===== src/core/mbld_params.svh =====
// constants of the branch and loop next-address decoder
`ifndef MBLD_PARAMS_SVH
`define MBLD_PARAMS_SVH

// ***************************************************
// widths and sizes
// ***************************************************
`define MBLD_ADDR_W 12
`define MBLD_STACK_DEPTH 9

// ***************************************************
// opcode codes
// ***************************************************
`define MBLD_OP_CJP 4'h3
`define MBLD_OP_PUSH 4'h4
`define MBLD_OP_COND_SUBROUTINE_REG_OR_PIPE_OP 4'h5
`define MBLD_OP_CJV 4'h6
`define MBLD_OP_JRP 4'h7
`define MBLD_OP_REPEAT_FROM_STACK_OP 4'h8
`define MBLD_OP_REPEAT_FROM_PIPE_OP 4'h9
`define MBLD_OP_COND_RETURN_OP 4'hA
`define MBLD_OP_CONT 4'hE

// ***************************************************
// reset values
// ***************************************************
`define MBLD_RST_ADDR 12'h000
`define MBLD_RST_CNT 12'h000
`define MBLD_RST_OP 4'hE

`endif


===== src/core/mbld_pkg.sv =====
// types and shared helpers of the next-address decoder
`include "mbld_params.svh"

package mbld_pkg;

    typedef enum logic [3:0] {
        cond_jump_pipeline_op = `MBLD_OP_CJP,
        push_cond_load_op = `MBLD_OP_PUSH,
        cond_subroutine_reg_or_pipe_op = `MBLD_OP_COND_SUBROUTINE_REG_OR_PIPE_OP,
        cond_jump_vector_op = `MBLD_OP_CJV,
        cond_jump_reg_or_pipe_op = `MBLD_OP_JRP,
        repeat_from_stack_op = `MBLD_OP_REPEAT_FROM_STACK_OP,
        repeat_from_pipe_op = `MBLD_OP_REPEAT_FROM_PIPE_OP,
        cond_return_op = `MBLD_OP_COND_RETURN_OP,
        continue_op = `MBLD_OP_CONT
    } mbld_op_t;

    // a high test enable forces a pass
    function automatic logic mbld_test_pass(input logic cc_n,
                                            input logic ccen_n);
        return ccen_n | ~cc_n;
    endfunction

endpackage


===== src/core/mbld_seq.sv =====
// next-address selection for branch, loop and return opcodes
`timescale 1ns/1ns
`default_nettype none
`include "mbld_params.svh"

module mbld_seq
    import mbld_pkg::*;
#(
    parameter int W = `MBLD_ADDR_W,
    parameter int DEPTH = `MBLD_STACK_DEPTH
) (
    // clock, reset, enable
    input wire logic ref_clk,
    input wire logic rstn,
    input wire logic ce,
    // microinstruction fields
    input wire logic [3:0] opcode,
    input wire logic condition_code_n,
    input wire logic condition_test_enable_n,
    input wire logic counter_load_n,
    input wire logic [W-1:0] pipeline_branch_field,
    // external vector source
    input wire logic [W-1:0] vector_addr,
    // to microprogram memory and vector source
    output logic [W-1:0] next_addr,
    output logic vector_enable_n,
    output logic [W-1:0] loop_count
);

    // ***************************************************
    // reset release
    // ***************************************************
    logic [1:0] rst_sync_q;
    logic rst_n;

    always_ff @(posedge ref_clk or negedge rstn) begin
        if (!rstn) begin
            rst_sync_q <= 2'h0;
        end else begin
            rst_sync_q <= {rst_sync_q[0], 1'b1};
        end
    end

    assign rst_n = rst_sync_q[1];

    // ***************************************************
    // state
    // ***************************************************
    typedef struct packed {
        mbld_op_t op;
        logic cc_n;
        logic ccen_n;
        logic rld_n;
        logic [W-1:0] br;
        logic [W-1:0] cnt;
        logic [W-1:0] micro_program_counter;
        logic [W-1:0] y;
        logic vect_n;
    } mbld_core_t;

    localparam int SPW = $clog2(DEPTH + 1);

    mbld_core_t c_q;
    mbld_core_t c_d;
    logic pass;
    logic cnt_nz;
    logic push;
    logic pop;
    logic [W-1:0] sel;
    logic [W-1:0] top;
    logic [SPW-1:0] sp;

    // ***************************************************
    // return stack
    // ***************************************************
    mbld_stack #(
        .W(W),
        .DEPTH(DEPTH)
    ) u_stack (
        .clk(ref_clk),
        .rst_n(rst_n),
        .ce(ce),
        .push(push),
        .pop(pop),
        .push_data(c_q.micro_program_counter),
        .top(top),
        .sp(sp)
    );

    // ***************************************************
    // next-address decode
    // ***************************************************
    // one choice shared by the subroutine and plain jump forms
    function automatic logic [W-1:0] reg_or_pipe(
        input logic ok,
        input logic [W-1:0] br_val,
        input logic [W-1:0] cnt_val
    );
        return ok ? br_val : cnt_val;
    endfunction

    // fields are captured one edge ahead so that the vector enable
    // can come from a flip-flop while the vector address is sampled
    always_comb begin
        c_d = c_q;
        push = 1'b0;
        pop = 1'b0;
        sel = c_q.micro_program_counter;
        pass = mbld_test_pass(c_q.cc_n, c_q.ccen_n);
        cnt_nz = (c_q.cnt != '0);
        case (c_q.op)
            cond_jump_pipeline_op: begin
                sel = pass ? c_q.br : c_q.micro_program_counter;
            end
            push_cond_load_op: begin
                push = 1'b1;
                sel = c_q.micro_program_counter;
                if (pass) begin
                    c_d.cnt = c_q.br;
                end
            end
            cond_subroutine_reg_or_pipe_op: begin
                push = 1'b1;
                sel = reg_or_pipe(pass, c_q.br, c_q.cnt);
            end
            cond_jump_vector_op: begin
                sel = pass ? vector_addr : c_q.micro_program_counter;
            end
            cond_jump_reg_or_pipe_op: begin
                sel = reg_or_pipe(pass, c_q.br, c_q.cnt);
            end
            repeat_from_stack_op: begin
                // bottom-tested, so a loaded n gives n+1 passes
                if (cnt_nz) begin
                    c_d.cnt = c_q.cnt - 1'b1;
                    sel = top;
                end else begin
                    sel = c_q.micro_program_counter;
                    pop = 1'b1;
                end
            end
            repeat_from_pipe_op: begin
                if (cnt_nz) begin
                    c_d.cnt = c_q.cnt - 1'b1;
                    sel = c_q.br;
                end else begin
                    sel = c_q.micro_program_counter;
                end
            end
            cond_return_op: begin
                if (pass) begin
                    sel = top;
                    pop = 1'b1;
                end else begin
                    sel = c_q.micro_program_counter;
                end
            end
            default: begin
                // opcodes outside this decoder just continue
                sel = c_q.micro_program_counter;
            end
        endcase
        if (!c_q.rld_n) begin
            c_d.cnt = c_q.br;
        end
        c_d.y = sel;
        c_d.micro_program_counter = sel + 1'b1;
        c_d.op = mbld_op_t'(opcode);
        c_d.cc_n = condition_code_n;
        c_d.ccen_n = condition_test_enable_n;
        c_d.rld_n = counter_load_n;
        c_d.br = pipeline_branch_field;
        c_d.vect_n = (opcode != `MBLD_OP_CJV);
    end

    always_ff @(posedge ref_clk or negedge rst_n) begin
        if (!rst_n) begin
            c_q.op <= mbld_op_t'(`MBLD_RST_OP);
            c_q.cc_n <= 1'b1;
            c_q.ccen_n <= 1'b1;
            c_q.rld_n <= 1'b1;
            c_q.br <= `MBLD_RST_ADDR;
            c_q.cnt <= `MBLD_RST_CNT;
            c_q.micro_program_counter <= `MBLD_RST_ADDR;
            c_q.y <= `MBLD_RST_ADDR;
            c_q.vect_n <= 1'b1;
        end else if (ce) begin
            c_q <= c_d;
        end
    end

    assign next_addr = c_q.y;
    assign vector_enable_n = c_q.vect_n;
    assign loop_count = c_q.cnt;

    logic step;
    assign step = ce && c_q.rld_n;
endmodule
`default_nettype wire


===== src/core/mbld_stack.sv =====
// return-address stack with pointer
`timescale 1ns/1ns
`default_nettype none
`include "mbld_params.svh"

module mbld_stack
    import mbld_pkg::*;
#(
    parameter int W = `MBLD_ADDR_W,
    parameter int DEPTH = `MBLD_STACK_DEPTH
) (
    // clock, reset and enable
    input wire logic clk,
    input wire logic rst_n,
    input wire logic ce,
    // stack control
    input wire logic push,
    input wire logic pop,
    input wire logic [W-1:0] push_data,
    // stack state
    output logic [W-1:0] top,
    output logic [$clog2(DEPTH+1)-1:0] sp
);
    localparam int SPW = $clog2(DEPTH + 1);
    localparam logic [SPW-1:0] FULL = SPW'(DEPTH);

    typedef struct packed {
        logic [DEPTH-1:0][W-1:0] mem;
        logic [SPW-1:0] sp;
    } mbld_stack_st_t;

    mbld_stack_st_t s_q;
    mbld_stack_st_t s_d;

    always_comb begin
        s_d = s_q;
        if (push) begin
            // a push onto a full stack overwrites the top entry
            if (s_q.sp != FULL) begin
                s_d.mem[s_q.sp] = push_data;
                s_d.sp = SPW'(s_q.sp + 1'b1);
            end else begin
                s_d.mem[DEPTH-1] = push_data;
            end
        end else if (pop && s_q.sp != '0) begin
            s_d.sp = SPW'(s_q.sp - 1'b1);
        end
    end

    always_ff @(posedge clk or negedge rst_n) begin
        if (!rst_n) begin
            s_q <= '0;
        end else if (ce) begin
            s_q <= s_d;
        end
    end

    // empty stack reads as zero
    assign top = (s_q.sp == '0) ? '0 : s_q.mem[SPW'(s_q.sp - 1'b1)];
    assign sp = s_q.sp;

endmodule
`default_nettype wire


===== config.mk =====
export PLATFORM = sky130hd
export DESIGN_NAME = mbld_seq
export DESIGN_NICKNAME = d
export VERILOG_FILES = /design/src/core/mbld_pkg.sv /design/src/core/mbld_seq.sv /design/src/core/mbld_stack.sv
export VERILOG_INCLUDE_DIRS = /design/src /design/src/core
export SDC_FILE = /design/constraint.sdc
export NUM_CORES = 1
export LEC_CHECK = 0
export BUFFER_PORTS_ARGS = -buffer_cell sky130_fd_sc_hd__buf_2
export CORE_MARGIN = 2
export CORE_UTILIZATION = 65
export CTS_BUF_LIST = sky130_fd_sc_hd__clkbuf_8
export DETAILED_ROUTE_END_ITERATION = 6
export HOLD_SLACK_MARGIN = 0.03
export PLACE_DENSITY = 0.93
export RECOVER_POWER = 25
export SYNTH_ARGS = -nofsm -noshare
export SYNTH_HDL_FRONTEND = slang
export SYNTH_HIERARCHICAL = 1
export SYNTH_SLANG_ARGS = --single-unit

===== constraint.sdc =====
create_clock -name ref_clk -period 7.8 [get_ports ref_clk]
set_input_delay 1.56 -clock ref_clk [delete_from_list [all_inputs] [get_ports ref_clk]]
set_output_delay 1.56 -clock ref_clk [all_outputs]
set_load 0.02 [all_outputs]

==> results list <==
* Post-route non-filler standard cell count: about 1100
- met2 is the most crowded layer.
- GR Util All Layers: 0.314
* Layout cell share with drive strength beyond 1: 0.283
- Across the run, the number of max-cap violations was 2.
* Largest stage delay on the critical path: 1.91 ns
* Hold Vio Cnt, Final: 0
- Worst setup slack before clock tree synthesis: 3.72 ns
- The cell area that synthesis handed to floorplanning was 9700 sq um.
- Critical-path cell list: clkbuf_1, buf_4
* Post-route fraction of the period consumed by the critical path: 0.572
- Violated checks: max-capacitance violations, max-slew violations
- The number of antenna violations at the first check in global routing was 0.
* Maximum fanout encountered on the critical timing path: 79
* Reported leakage power: ~0.0046 uW
- Later-pin clock latency in the skew report: 0.46 ns
- Dividing the detail-routed via count by the number of cells gives 6.91.
- I/O pin total: 59
* Final setup fails: 0
- Remaining number of nets flagged by the antenna check after routing: 0
* Diodes inserted: 0
- Accumulated negative setup slack: 0 ns
- At the pin with the least slew margin, the transition time is about 2.6 ns.
- TritonCTS Sinks: 170
- Synthesized area per cell: 11.1 sq um
- Placed Cells: 1039
- At the end of the flow, the number of nets in the layout was 915.
- CTS Buf Count: 17
- Total DRC errors in the routed layout: 0
* Met2 routing resource usage after global routing: 0.519
* Master of the slowest instance on the critical path: clkbuf_1
- The floorplan step set the die width to 126 um.
* Worst clock skew: 0.0143 ns
* Number of global-route vias before repair: 7394
* Number of hold buffers added after cts: 0
- The initial utilization of the core area, before any placement, comes to 0.667.
* Full die area: about 16000 sq um
- The Yosys step of the flow raised 6 warnings.
- Unrepaired setup endpoints after global routing: false
- Status: finished, violations left
- First-pass GRT wire length: 39.3 mm
* CP Launch Type: flip-flop
- Clock tree from TritonCTS: done
* Clk slew on worst S/H paths: ~0.08 ns
* Global-route track usage on met1: 0.401
* Number of H-tree levels: 4
* Placer Congestion: 0.954
- Total global routing overflow: 0
- The critical path is of the flip-flop to async pin type.
- After clock tree synthesis, the setup repair step added 0 buffers.
- Max frequency: 224 MHz
- For this block, the routed nets add up to approximately 24 mm of wire.
- Fraction of met3 tracks used by global routing: 0.0629
* Total power density per cell area: 350 nW/um^2
- Core footprint: 14500 sq um
- The floorplan has 44 rows.
* Number of vias in the routed layout: 7392
- The first detailed-routing pass ran for 7 iterations.
* Port bufs: 58
- The number of slew-limit violations in the final report came to 93.
- Counting I/O delays and the setup requirement, the final critical path takes 4.46 ns.
* Synthesis-to-finish area growth: 4.99%
- The clock passes through at most 2 buffers.
* First-iteration detailed-routing DRC count: slightly below 800
- The wire-length estimate of the detail-placed layout is 16.2 mm.
- STA puts the critical path data required time at 8.18 ns.
- Rel. slew slack: -0.716
- Post-cts sizing count: 0
- In this run the vertical extent of the chip is 126 um.
* Total power after layout: 3570 uW
- The min-delay analysis places its worst path in the category flip-flop to flip-flop.
* Wire per inst: 22.8 um
* Worst VDD drop: 222 uV
- Setup slack closes at around 3.3 ns.
* Root buffer cell: clkbuf_8
* Post-synthesis net count: 915
* Kind of capture point of the worst setup path: async pin
- The number of buffers and inverters on the critical path is 2.
* Delay-heaviest family, CP: buffers and inverters
* Worst endpoint data arrival time: 4.85 ns
- Largest net degree at the start of global routing: 80
- Syn Inst Count: roughly 870
* Final core utilization: 0.701
[cell type report]
cell class              instances  area (sq um)
multi-input cells             608          4900
well taps                     184           230
flip-flops and latches        170          4260
clock inverters                12           134
inverters                       9          33.8
clock buffers                  19           262
fillers                      1048          4350
repair buffers                 68           360
[worst reg2reg max path, stage by stage, from the launching register on]
cell and delay, ns:
dfrtp_1 1.41, clkbuf_1 1.92, buf_4 1.02
[cells in the final DEF (no fill, tap or decap), types with 4 or more instances in the layout]
master and n:
dfrtp_1 162, mux2_2 125, mux2i_1 67, buf_2 57, nand2_1 45, nor2_1 42
o21ai_0 42, a22oi_1 34, a21oi_1 31, clkbuf_8 19, and3b_1 17, nand3_1 14
a32o_1 13, inv_1 12, nor3_1 10, mux2_1 10, o211ai_1 9, buf_4 9
nand2b_1 7, o31ai_1 7, ha_1 7, dfstp_2 7, xor2_1 6, and2_1 6
o22ai_1 6, xnor2_1 6, nor2b_1 5, a221oi_1 5, nor3b_1 5, nor4_1 5
nand3b_1 5, nor2_2 4, nand4_1 4, o2111ai_1 4, a21o_1 4, clkinv_2 4
[worst paths after layout]
| kind | cells past startpoint | slack, ns | startpoint | end |
|---|---|---|---|---|
| setup / recovery | 2 | 3.34 | rst_sync_q[1] | u_stack/sp[0] |
| hold / removal | 0 | 0.36 | rst_sync_q[0] | rst_sync_q[1] |
| setup reg to reg | 2 | 3.34 | rst_sync_q[1] | u_stack/sp[0] |
| hold reg to reg | 0 | 0.36 | rst_sync_q[0] | rst_sync_q[1] |
| max in group ref_clk | 10 | 3.61 | u_stack/sp[0] | c_q[20] |
| min in group asynchronous | 0 | 0.67 | rst_sync_q[1] | next_addr[5] |
[per-stage QoR]
stage                     instance area, sq um  hold WS (ns)
after floorplan                           9700         0.331
after global placement                    9800         0.316
after detailed placement                  9800         0.314
after CTS                                10200         0.326
after global routing                     10200         0.363
final                                    10200         0.356
[layer usage]
layer	up-vias	part of all wire
li1	3227	-
met1	3621	0.39
met2	445	0.49
met3	99	0.080
met4	0	0.044
met5	-	0
[flip-flops by register name, indices dropped and copies added, names as in the netlist]
signal / count
c_q: 31
loop_count: 12
next_addr: 12
rst_sync_q: 2
u_stack/s_q: 108
u_stack/sp: 4
vector_enable_n: 1
[power breakdown]
part	leakage, uW	switching, uW	total (uW)	internal, uW
Combinational	0.00223	817	1470	656
Clock	0.000220	305	631	325
Sequential	0.00219	322	1460	1140
Total	0.00465	1440	3570	2120
No activity file was read; power rests on OpenSTA's default activity.
